**src/hdl/gdtc_defs.svh**
```systemverilog
// Register offsets, field positions, reset values and timing counts
`ifndef GDTC_DEFS_SVH
`define GDTC_DEFS_SVH
// Register offsets (word index on the register port)
`define GDTC_OFF_ISR 3'h0
`define GDTC_OFF_BSR 3'h1
`define GDTC_OFF_CNT 3'h2
`define GDTC_OFF_ADR 3'h3
`define GDTC_OFF_BCR 3'h4
// Interface status fields
`define GDTC_ISR_GO 0
`define GDTC_ISR_HOLD 1
`define GDTC_ISR_DIN 2
`define GDTC_ISR_PACK 3
`define GDTC_ISR_BURST 4
`define GDTC_ISR_SWAP 5
`define GDTC_ISR_TIE 6
`define GDTC_ISR_DONE 7
`define GDTC_ISR_ABORT 8
`define GDTC_ISR_XFAULT 9
`define GDTC_ISR_ERR 10
`define GDTC_ISR_RENIE 11
// Bus status fields
`define GDTC_BSR_LRST 0
`define GDTC_BSR_INIT 1
`define GDTC_BSR_EIGN 2
// Bus control field
`define GDTC_BCR_ATND 0
// Reset values
`define GDTC_WORD_RST 16'h0000
`define GDTC_TMR_RST 10'h000
// Timing
`define GDTC_CLK_MHZ 25
`define GDTC_PART_TO_NS 20000
`define GDTC_PART_TO_CYC ((`GDTC_PART_TO_NS * `GDTC_CLK_MHZ) / 1000)
`define GDTC_SLV_TO_NS 2000
`define GDTC_SLV_TO_CYC ((`GDTC_SLV_TO_NS * `GDTC_CLK_MHZ) / 1000)
`endif

```
**src/hdl/gdtc_pkg.sv**
```systemverilog
// Types of the transfer controller: states, state record, host bus carrier
package gdtc_pkg;
    // Gray coded along idle, wait, request, cycle, send
    typedef enum logic [2:0] {
        ST_IDLE = 3'h0,
        ST_WAIT = 3'h1,
        ST_REQ = 3'h3,
        ST_CYC = 3'h2,
        ST_SEND = 3'h6
    } gdtc_state_type;

    // Whole module state
    typedef struct packed {
        gdtc_state_type st;
        logic go;
        logic hold;
        logic din;
        logic pack;
        logic burst;
        logic swap;
        logic tie;
        logic renie;
        logic done;
        logic abort;
        logic xfault;
        logic err;
        logic eign;
        logic atnd;
        logic lrst;
        logic own;
        logic eoi;
        logic [15:0] cnt;
        logic [15:0] addr;
        logic [15:0] rdata;
        logic [7:0] dbyte;
        logic [9:0] tmr;
    } gdtc_regs_type;

    // Host bus master outputs
    typedef struct packed {
        logic req;
        logic own;
        logic cyc;
        logic we;
        logic [1:0] be;
        logic [15:0] addr;
        logic [15:0] wdata;
    } gdtc_hbus_type;
endpackage

```
**src/hdl/gdtc_top.sv**
```systemverilog
// Byte transfer controller between host memory and the instrument bus
// Contract
// - Run bit starts, clearing pauses, setting resumes
// - Hold-address keeps pointer fixed every byte
// - Direction set moves instrument bus to memory
// - Packed mode steps pointer by one byte
// - Unpacked receive writes zero high byte
// - Unpacked pointer steps two, lsb ignored
// - Cycle-steal mode releases bus after byte
// - Burst holds bus, drops after partner timeout
// - Swap reverses byte order within word in packed mode
// - Swap inverts pointer lsb, storage unchanged
// - Interrupt on done or error when enabled
// - Done on counter rollover or received EOI
// - Pointer and counter hold next-byte values
// - Abort on IFC, ATN, REN drop, faults
// - Abort clears run, sets abort and error
// - Pointer overflow or slave silence sets fault
// - Local reset reinitialises this block only
// - Init clears flags and run bit
// - End-ignore receive does not stop on EOI
// - EOI with last byte unless end-ignore
// - Attention drive suppresses EOI on last byte
// - Counter holds negated count, increments per byte
// - Strap sets count direction, hold overrides
`include "gdtc_defs.svh"

module gdtc_top #(
    parameter int PART_TO_CYC = `GDTC_PART_TO_CYC,
    parameter int SLV_TO_CYC = `GDTC_SLV_TO_CYC
) (
    input logic mclk,
    input logic sys_rst,
    input logic [2:0] reg_addr,
    input logic [15:0] reg_wdata,
    input logic reg_wr,
    input logic reg_rd,
    output logic [15:0] reg_rdata,
    input logic count_direction_strap,
    input logic hb_gnt,
    input logic hb_ack,
    input logic [15:0] hb_rdata,
    output gdtc_pkg::gdtc_hbus_type hb_out,
    input logic rx_valid,
    input logic [7:0] rx_data,
    input logic rx_eoi,
    output logic rx_take,
    output logic tx_valid,
    output logic [7:0] tx_data,
    output logic tx_eoi,
    input logic tx_ready,
    input logic ifc,
    input logic atn_other,
    input logic remote_drop,
    input logic hs_fault,
    input logic wr_fault,
    output logic irq
);
    // Timer is ten bits wide, so longer timeouts cannot be counted
    if (PART_TO_CYC < 1 || PART_TO_CYC > 1023 || SLV_TO_CYC < 1 || SLV_TO_CYC > 1023)
    begin
        $error("timeout counts must lie in 1..1023");
    end

    localparam logic [9:0] PART_LAST = 10'(PART_TO_CYC - 1);
    localparam logic [9:0] SLV_LAST = 10'(SLV_TO_CYC - 1);

    gdtc_pkg::gdtc_regs_type s_r; // Registered state
    gdtc_pkg::gdtc_regs_type s_nxt; // Next state
    logic [16:0] step; // Pointer step, hold gives zero
    logic [16:0] addr_nx; // Next pointer, bit 16 is overflow
    logic [15:0] cnt_nx; // Next counter value
    logic fin; // Byte finished this cycle
    logic abrt; // Abort for pointer overflow or slave silence this cycle
    logic act; // Transfer running or paused mid-byte
    logic part_wait; // Owning bus, waiting on partner

    // Lsb swap used on the bus and on readback
    function automatic logic [15:0] eff_addr(input logic [15:0] a, input logic sw);
        eff_addr = {a[15:1], a[0] ^ sw};
    endfunction

    // Pointer step: none, one per byte, or two per word
    always_comb
    begin
        step = 17'h0_0002;
        if (s_r.hold)
        begin
            step = 17'h0_0000;
        end
        else if (s_r.pack)
        begin
            step = 17'h0_0001;
        end
        // Strap picks direction; carry or borrow flags overflow
        if (count_direction_strap)
        begin
            addr_nx = {1'b0, s_r.addr} - step;
        end
        else
        begin
            addr_nx = {1'b0, s_r.addr} + step;
        end
        cnt_nx = s_r.cnt + 16'h0001;
    end

    // Host bus drive
    always_comb
    begin
        hb_out.req = (s_r.st == gdtc_pkg::ST_REQ);
        hb_out.own = s_r.own;
        hb_out.cyc = (s_r.st == gdtc_pkg::ST_CYC);
        hb_out.we = s_r.din;
        // Packed: byte address with swap; else word address
        if (s_r.pack)
        begin
            hb_out.addr = eff_addr(s_r.addr, s_r.swap);
            hb_out.be = hb_out.addr[0] ? 2'h2 : 2'h1;
            hb_out.wdata = {s_r.dbyte, s_r.dbyte};
        end
        else
        begin
            hb_out.addr = {s_r.addr[15:1], 1'b0};
            hb_out.be = 2'h3;
            hb_out.wdata = {8'h00, s_r.dbyte};
        end
    end

    // Instrument side and interrupt
    assign tx_valid = (s_r.st == gdtc_pkg::ST_SEND);
    assign tx_data = s_r.dbyte;
    assign tx_eoi = s_r.eoi & tx_valid;
    assign reg_rdata = s_r.rdata;
    assign irq = s_r.tie & (s_r.done | s_r.err);
    assign act = s_r.go | (s_r.st != gdtc_pkg::ST_IDLE);
    assign part_wait = s_r.own & (((s_r.st == gdtc_pkg::ST_WAIT) & s_r.din & ~rx_valid)
        | ((s_r.st == gdtc_pkg::ST_SEND) & ~tx_ready));

    // Next state: register port, sequencer, byte end, abort
    always_comb
    begin
        s_nxt = s_r;
        rx_take = 1'b0;
        fin = 1'b0;
        abrt = 1'b0;
        s_nxt.rdata = `GDTC_WORD_RST;
        // Local reset restores everything in this block
        if (s_r.lrst)
        begin
            s_nxt = '0;
        end
        else
        begin
            // Read data stands one cycle only
            if (reg_rd)
            begin
                case (reg_addr)
                    `GDTC_OFF_ISR: s_nxt.rdata = {4'h0, s_r.renie, s_r.err, s_r.xfault,
                        s_r.abort, s_r.done, s_r.tie, s_r.swap, s_r.burst, s_r.pack,
                        s_r.din, s_r.hold, s_r.go};
                    `GDTC_OFF_BSR: s_nxt.rdata = {13'h0000, s_r.eign, 2'h0};
                    `GDTC_OFF_CNT: s_nxt.rdata = s_r.cnt;
                    `GDTC_OFF_ADR: s_nxt.rdata = eff_addr(s_r.addr, s_r.swap);
                    `GDTC_OFF_BCR: s_nxt.rdata = {15'h0000, s_r.atnd};
                    default: s_nxt.rdata = `GDTC_WORD_RST; // Unmapped reads zero
                endcase
            end
            // Software writes
            if (reg_wr)
            begin
                case (reg_addr)
                    `GDTC_OFF_ISR:
                    begin
                        s_nxt.go = reg_wdata[`GDTC_ISR_GO];
                        s_nxt.hold = reg_wdata[`GDTC_ISR_HOLD];
                        s_nxt.din = reg_wdata[`GDTC_ISR_DIN];
                        s_nxt.pack = reg_wdata[`GDTC_ISR_PACK];
                        s_nxt.burst = reg_wdata[`GDTC_ISR_BURST];
                        s_nxt.swap = reg_wdata[`GDTC_ISR_SWAP];
                        s_nxt.tie = reg_wdata[`GDTC_ISR_TIE];
                        s_nxt.renie = reg_wdata[`GDTC_ISR_RENIE];
                    end
                    `GDTC_OFF_BSR:
                    begin
                        s_nxt.lrst = reg_wdata[`GDTC_BSR_LRST];
                        s_nxt.eign = reg_wdata[`GDTC_BSR_EIGN];
                        // Init clears flags; hardware sets below win
                        if (reg_wdata[`GDTC_BSR_INIT])
                        begin
                            s_nxt.done = 1'b0;
                            s_nxt.abort = 1'b0;
                            s_nxt.xfault = 1'b0;
                            s_nxt.err = 1'b0;
                            s_nxt.go = 1'b0;
                        end
                    end
                    `GDTC_OFF_CNT: s_nxt.cnt = reg_wdata;
                    `GDTC_OFF_ADR: s_nxt.addr = reg_wdata;
                    `GDTC_OFF_BCR: s_nxt.atnd = reg_wdata[`GDTC_BCR_ATND];
                    default: s_nxt.lrst = 1'b0; // Unmapped writes ignored
                endcase
            end
            // Sequencer
            case (s_r.st)
                gdtc_pkg::ST_IDLE:
                begin
                    // Resume keeps pointer and counter as they stand
                    if (s_r.go)
                    begin
                        s_nxt.st = gdtc_pkg::ST_WAIT;
                        s_nxt.tmr = `GDTC_TMR_RST;
                    end
                end
                gdtc_pkg::ST_WAIT:
                begin
                    if (!s_r.go)
                    begin
                        s_nxt.st = gdtc_pkg::ST_IDLE;
                        s_nxt.own = 1'b0;
                    end
                    else if (s_r.din)
                    begin
                        // Receive: catch byte, then get the bus
                        if (rx_valid)
                        begin
                            rx_take = 1'b1;
                            s_nxt.dbyte = rx_data;
                            s_nxt.eoi = rx_eoi;
                            s_nxt.tmr = `GDTC_TMR_RST;
                            s_nxt.st = s_r.own ? gdtc_pkg::ST_CYC : gdtc_pkg::ST_REQ;
                        end
                    end
                    else
                    begin
                        // Send: fetch from memory first
                        s_nxt.tmr = `GDTC_TMR_RST;
                        s_nxt.st = s_r.own ? gdtc_pkg::ST_CYC : gdtc_pkg::ST_REQ;
                    end
                end
                gdtc_pkg::ST_REQ:
                begin
                    // Wait for grant before any memory cycle
                    if (hb_gnt)
                    begin
                        s_nxt.own = 1'b1;
                        s_nxt.tmr = `GDTC_TMR_RST;
                        s_nxt.st = gdtc_pkg::ST_CYC;
                    end
                end
                gdtc_pkg::ST_CYC:
                begin
                    if (hb_ack)
                    begin
                        s_nxt.tmr = `GDTC_TMR_RST;
                        if (s_r.din)
                        begin
                            fin = 1'b1;
                        end
                        else
                        begin
                            // Pick lane; unpacked uses low byte only
                            if (s_r.pack && hb_out.addr[0])
                            begin
                                s_nxt.dbyte = hb_rdata[15:8];
                            end
                            else
                            begin
                                s_nxt.dbyte = hb_rdata[7:0];
                            end
                            // Last byte carries EOI unless suppressed
                            s_nxt.eoi = (s_r.cnt == 16'hffff) & ~s_r.eign & ~s_r.atnd;
                            s_nxt.st = gdtc_pkg::ST_SEND;
                            // One byte per grant when not in burst
                            if (!s_r.burst)
                            begin
                                s_nxt.own = 1'b0;
                            end
                        end
                    end
                    else if (s_r.tmr == SLV_LAST)
                    begin
                        s_nxt.xfault = 1'b1;
                        abrt = 1'b1;
                    end
                    else
                    begin
                        s_nxt.tmr = s_r.tmr + 10'h001;
                    end
                end
                gdtc_pkg::ST_SEND:
                begin
                    if (tx_ready)
                    begin
                        fin = 1'b1;
                    end
                end
                default: s_nxt.st = gdtc_pkg::ST_IDLE;
            endcase
            // Slow partner: drop the bus, no error, rerequest later
            if (part_wait)
            begin
                if (s_r.tmr == PART_LAST)
                begin
                    s_nxt.own = 1'b0;
                    s_nxt.tmr = `GDTC_TMR_RST;
                end
                else
                begin
                    s_nxt.tmr = s_r.tmr + 10'h001;
                end
            end
            // Byte finished: count, step, decide end
            if (fin)
            begin
                s_nxt.cnt = cnt_nx;
                s_nxt.addr = addr_nx[15:0];
                if (addr_nx[16])
                begin
                    s_nxt.xfault = 1'b1;
                    abrt = 1'b1;
                end
                else if (cnt_nx == 16'h0000 || (s_r.din && s_r.eoi && !s_r.eign))
                begin
                    s_nxt.done = 1'b1;
                    s_nxt.go = 1'b0;
                    s_nxt.own = 1'b0;
                    s_nxt.st = gdtc_pkg::ST_IDLE;
                end
                else
                begin
                    s_nxt.st = s_r.go ? gdtc_pkg::ST_WAIT : gdtc_pkg::ST_IDLE;
                    if (!s_r.burst || !s_r.go)
                    begin
                        s_nxt.own = 1'b0;
                    end
                end
            end
            // Faults flag the summary error at once
            if (hs_fault || wr_fault)
            begin
                s_nxt.err = 1'b1;
            end
            // Abort of a running transfer; error may already be set
            if (abrt || (act && (ifc || atn_other || (remote_drop && s_r.renie)
                || hs_fault || wr_fault)))
            begin
                s_nxt.go = 1'b0;
                s_nxt.abort = 1'b1;
                s_nxt.err = 1'b1;
                s_nxt.own = 1'b0;
                s_nxt.st = gdtc_pkg::ST_IDLE;
            end
        end
    end

    // Single state register, synchronous reset
    always_ff @(posedge mclk)
    begin
        if (sys_rst)
        begin
            s_r <= '0;
        end
        else
        begin
            s_r <= s_nxt;
        end
    end

    localparam int SLV_BND = SLV_TO_CYC;
endmodule

```
**config.mk**
```make
export PLATFORM = sky130hd
export DESIGN_NAME = gdtc_top
export DESIGN_NICKNAME = d
export VERILOG_FILES = /design/src/hdl/gdtc_pkg.sv /design/src/hdl/gdtc_top.sv
export VERILOG_INCLUDE_DIRS = /design/src /design/src/hdl
export SDC_FILE = /design/constraint.sdc
export NUM_CORES = 1
export LEC_CHECK = 0
export ABC_AREA = 1
export ABC_CLOCK_PERIOD_IN_PS = 3800
export BUFFER_PORTS_ARGS = -buffer_cell sky130_fd_sc_hd__buf_2
export CORE_MARGIN = 8
export CORE_UTILIZATION = 35
export CTS_BUF_LIST = sky130_fd_sc_hd__clkbuf_4
export CTS_CLUSTER_SIZE = 12
export DETAILED_ROUTE_END_ITERATION = 10
export PLACE_DENSITY = 0.64
export SLEW_MARGIN = 20
export SYNTH_ARGS = -nofsm -noshare
export SYNTH_HDL_FRONTEND = slang
export SYNTH_SLANG_ARGS = --single-unit
```
**constraint.sdc**
```tcl
create_clock -name mclk -period 3.8 [get_ports mclk]
set_input_delay 0.38 -clock mclk [delete_from_list [all_inputs] [get_ports mclk]]
set_output_delay 0.38 -clock mclk [all_outputs]
set_load 0.03 [all_outputs]
```
Word level (Yosys, flattened, before mapping). Index checks and enable logic that the tools add are counted.

Add/subtract/negate cells: 4. Multiply operators: 0. Div/mod/pow operators: 0. $lt $le $gt $ge: 0. Eq/ne operators: 21. Shifts and indexed selects: 0. Multiplexer cells: 90. Bitwise operators: 19. Reductions and logical operators: 44.

Operators by type and width (count): 16-bit one-hot mux with 5 select lines (1); 10-bit 2-to-1 mux (7); 32-bit 2-to-1 mux (2); 1-bit 2-to-1 mux (45); 10-bit one-hot mux with 4 select lines (1); 18-bit 2-to-1 mux (2); 34-bit 2-to-1 mux (1); 16-bit 2-to-1 mux (2); 8-bit 2-to-1 mux (4); 3-bit 2-to-1 mux (7); 16-bit by 17-bit adder with 17-bit output (1); 17-bit 2-to-1 mux (1); 16-bit by 17-bit subtractor with 17-bit output (1); 16-bit by 1-bit adder with 16-bit output, second input constant (1); 16-bit == test, second input constant (1); 16-bit zero test (1); 8-bit one-hot mux with 2 select lines (1); 15-bit 2-to-1 mux (1); 3-bit one-hot mux with 5 select lines (1); 2-bit nonzero test (7); 3-bit by 2-bit == test with 1-bit output, second input constant (4); 4-bit 2-to-1 mux (3); 6-bit AND reduction (2); 3-bit nonzero test (4); other kinds (28) (77).

Register bits after elaboration: 86. Latch bits: 0. RAM bits: 0. ROM bits: 0. Input bits: 58. Output and inout bits: 66. Word-level logic and storage cells: 201. Memories: 0.

Depth between registers and ports, before layout.
Word-level depth: 12. Mapped depth: 23.

Worst setup path before layout. No wires, ideal clock.

Kind: flip-flop to flip-flop. Start: register s_r[79] (netlist name). End: register s_r[83] (netlist name). Setup time: 0.070 ns. Arrival time: 2.502 ns. Required time: 3.730 ns. Path slack: 1.228 ns. Stages on the path, launching flop included: 21. Path buffers: 0. Cell sequence: dfxtp_1 inv_1 nor2_1 inv_1 ha_1 nor2_1 inv_1 ha_1 nand2_1 inv_2 a21oi_1 nand2_1 nand2_1 nand2_1 nand2_1 nand2_1 nand2_1 nand2_1 nor2_2 nand2_1 a21oi_1.

Cells in the longest elaborated chain, start to end: 9. Elaborated cells between the ends (all ways): 12. Classes of those cells: add/sub (2); mux (8); reduce/logical (2).

RTL lines: start, declared (RTL line gdtc_top.sv:68) `gdtc_pkg::gdtc_regs_type s_r;`; start signal, assigned (RTL line gdtc_top.sv:365) `s_r <= s_nxt;`; 2-bit 2-to-1 mux * (RTL line gdtc_top.sv:91) `else if (s_r.pack)`; 2-bit 2-to-1 mux * (RTL line gdtc_top.sv:87) `if (s_r.hold)`; 16-bit by 17-bit adder with 17-bit output or 16-bit by 17-bit subtractor with 17-bit output (tied branches) (RTL line gdtc_top.sv:102, gdtc_top.sv:98); 17-bit 2-to-1 mux * (RTL line gdtc_top.sv:96) `if (count_direction_strap)`; 1-bit 2-to-1 mux (RTL line gdtc_top.sv:317) `if (addr_nx[16])`; 1-bit 2-to-1 mux (RTL line gdtc_top.sv:313) `if (fin)`; 1-bit 2-to-1 mux (RTL line gdtc_top.sv:148) `if (s_r.lrst)`; 1-bit logical OR (RTL line gdtc_top.sv:344) `if (abrt || (act && (ifc || atn_other || (remote_drop && s_r.renie)`; 3-bit OR reduction (no line).

Every way passes the cells marked *; elsewhere a longest branch is shown, timed or not. The select of a mux whose other input is x is not followed. A chain may end at the register's enable or synchronous reset.

Worst setup path after layout.
Start: register s_r[79] (netlist name). End: register s_r[84] (netlist name).

Same word-level chain as after synthesis.

==> impl_metrics.yaml <==
placement:
  io_buffer_count: 123
  hpwl_um: 14400
  gp_congestion: 0.903
  placed_area_um2: 6290
drt:
  drc: 0
  ant_nets: 0
  routedWlPerCell_um: 15.3
  routed_wl_um: 18200
  firstDrtPassIters: 6
  viasPerCell: 5.02
  num_vias: 5979
  drt_iter0_drc: 577
clocking:
  clk_path_buf_depth: 2
  cts_tree: "yes"
  cts-htree-levels: 3
  post_cts_buffers: 0
  numCtsBuffers: 9
  cts-resized-gates: 0
  clkLatencyLatePin_ps: 480
  ctsHoldBuffers: 0
  cts_root_buffer: "clkbuf_4"
  clock_sinks: 86
  clkTransAtPathRegs_ps: 150
synth:
  synthCells: 898
  synth_edf_count: 0
  seq_area_frac_synth: 0.295
  synth_top_cell_by_area: "dfxtp_1"
  synth.ff_latch_count: 86
  synth_top_area_share: 0.295
  yosysWarnings: 0
  synth-main-ff-cell: "dfxtp_1"
  yosysUniqueCellTypes: 46
  postSynthAreaPerCell_um2: 6.50
  ys_top_cells_by_area: "dfxtp_1, nand2_1, buf_4"
  synth.cell_area_um2: 5840
  synth_fp_nets: 977
  async_reset_ff_frac: 0
grt:
  antenna_found_initial: 2
  grt-ovfl-total: 0
  grt_usage: 0.171
  grt_pass1_vias: 5577
  grt_max_degree: 29
  grt_pass1_wl_um: 29200
timing:
  worstMarginPinSlew_ps: 873
  fin_crit_sh: 0.830
  slew-limit-headroom: 0.415
  clock.fmax_mhz: 317
  fin_tns_setup_ps: 0
  setup_viol: 0
  hold_ws_ps: 138
  finClkSkew_ps: 13.9
  finalHoldViolations: 0
  final.min_clock_period_ps: 3150
  rsz0062_at_grt: "no"
  maxSlewViolCount: 0
finish:
  area_growth_pct: 11.1
  fin_area_um2: 6480
  nNetsFinal: 1044
  drive_gt1_frac: 0.190
  utilization: 0.394
worst_setup_path:
  critPathKind: "flop to flop"
  required_ps: 4220
  cp_max_fo: 15
  ff2ff_path_depth: 18
  worstPathArrival_ps: 3570
  startpoint_type: "flop"
  cp-end-kind: "flop"
flow_run:
  drv_cap: 0
die:
  fp.dieH_um: 145
  rows: 47
  die_w_um: 145
  core_area_um2: 16500
  start_util: 0.354
  die_area_um2: 21100
  io_pins: 124
pwr:
  p_leak_nw: 3.09
  powerDensity_nw_per_um2: 288
  ir_drop_mv: 0.114
min_path:
  hold_depth: 3
  hp-class: "primary input to flop"
status:
  status: "finished, final reports clean"
-- cells in the final DEF (no fill, tap or decap), types with 2 or more instances in the layout --
cell,count
diode_2,2
nor3_4,2
bufinv_16,3
xor2_1,3
inv_1,101
o211ai_1,4
o221ai_1,2
nor3b_1,2
or2_2,4
dfxtp_1,86
xnor2_1,2
nand2_1,210
inv_2,16
a22oi_1,5
a221oi_1,10
nor2_4,3
buf_4,6
o22ai_1,6
clkbuf_4,9
nor2_1,89
nand4_1,13
o21bai_1,14
a31oi_1,23
nand2_2,5
o21ai_1,17
nor4_1,2
ha_1,20
nand3_1,61
nor2_2,5
buf_2,123
a21oi_1,52
clkinvlp_4,3
nor3_1,16
o21ai_0,38
-- cells in the mapped netlist (all sizes together) (3+ instances only) --
cell and number:
xor2 3, nand2 216, buf 59, dfxtp 86
a22oi 5, a21oi 53, a221oi 10, ha 20
or2 4, nor2 97, nand3 61, nand4 13
o22ai 6, clkbuf 14, o211ai 4, o21bai 14
o21ai 56, a31oi 23, inv 117, nor3 19
-- path summary, 6_finish.rpt --
path         startpoint         end  slack [ps]
max             s_r[79]     s_r[84]         650
min          rx_data[5]  tx_data[5]         140
max reg2reg     s_r[79]     s_r[84]         650
min reg2reg     s_r[76]     s_r[76]         500
-- sequential cells by signal, indices dropped and copies added, names as in the netlist --
register / count
hb_out: 2
s_r: 60
reg_rdata: 16
tx_data: 8
-- power breakdown --
group,internal [mW],total (mW),switching [mW]
sequential,0.915,0.932,0.0166
combinational,0.0841,0.248,0.164
clock,0.334,0.686,0.351
total,1.33,1.87,0.532
-- cell families after synthesis --
| group | after synthesis | synth area share |
|---|---|---|
| flip-flops | 86 | 0.295 |
| AO/OA/AOI/OAI | 179 | 0.183 |
| XOR/XNOR | 5 | 0.00751 |
| AND/OR/NAND/NOR | 417 | 0.310 |
| adder cells (fa/ha/maj) | 21 | 0.0463 |
| buffers and inverters | 190 | 0.158 |
-- through the flow --
stage / std cells / power (mW) / setup WS (ps)
final: 1192 / 1.87 / 647
after global routing: 1192 / 1.96 / 269
after CTS: 1190 / 1.88 / 660
after detailed placement: 1174 / 1.20 / 697
after global placement: 1174 / 1.20 / 786
after floorplan: 898 / 1.11 / 1230
-- metal layers --
| layer | track usage | up-vias | share of wire |
|---|---|---|---|
| li1 | - | 3053 | - |
| met1 | 0.206 | 2732 | 0.43 |
| met2 | 0.292 | 167 | 0.49 |
| met3 | 0.0392 | 25 | 0.062 |
| met4 | 0.0599 | 2 | 0.021 |
| met5 | 0 | - | 0.00044 |
-- critical path, stage by stage (launching register included) --
cell	delay, ps
dfxtp_1	360
inv_1	90
nor2_1	150
inv_1	60
ha_1	170
nor2_1	140
inv_1	290
ha_1	470
nand2_1	130
nor3_1	230
and2_1	170
nand2_1	60
nand3_1	70
nand2_1	100
nand2_1	90
nand2_1	90
nor2_2	130
nand2_1	150
a21oi_1	140
-- layout make-up --
cell class	instances	area, µm²
clock inverters	7	121
fillers	1808	9980
well taps	220	275
multi-input cells	622	3190
clock buffers	9	67.6
inverters	117	439
diodes	2	5.00
repair buffers	129	661
flip-flops and latches	86	1720
No activity file was read; power rests on OpenSTA's default activity.
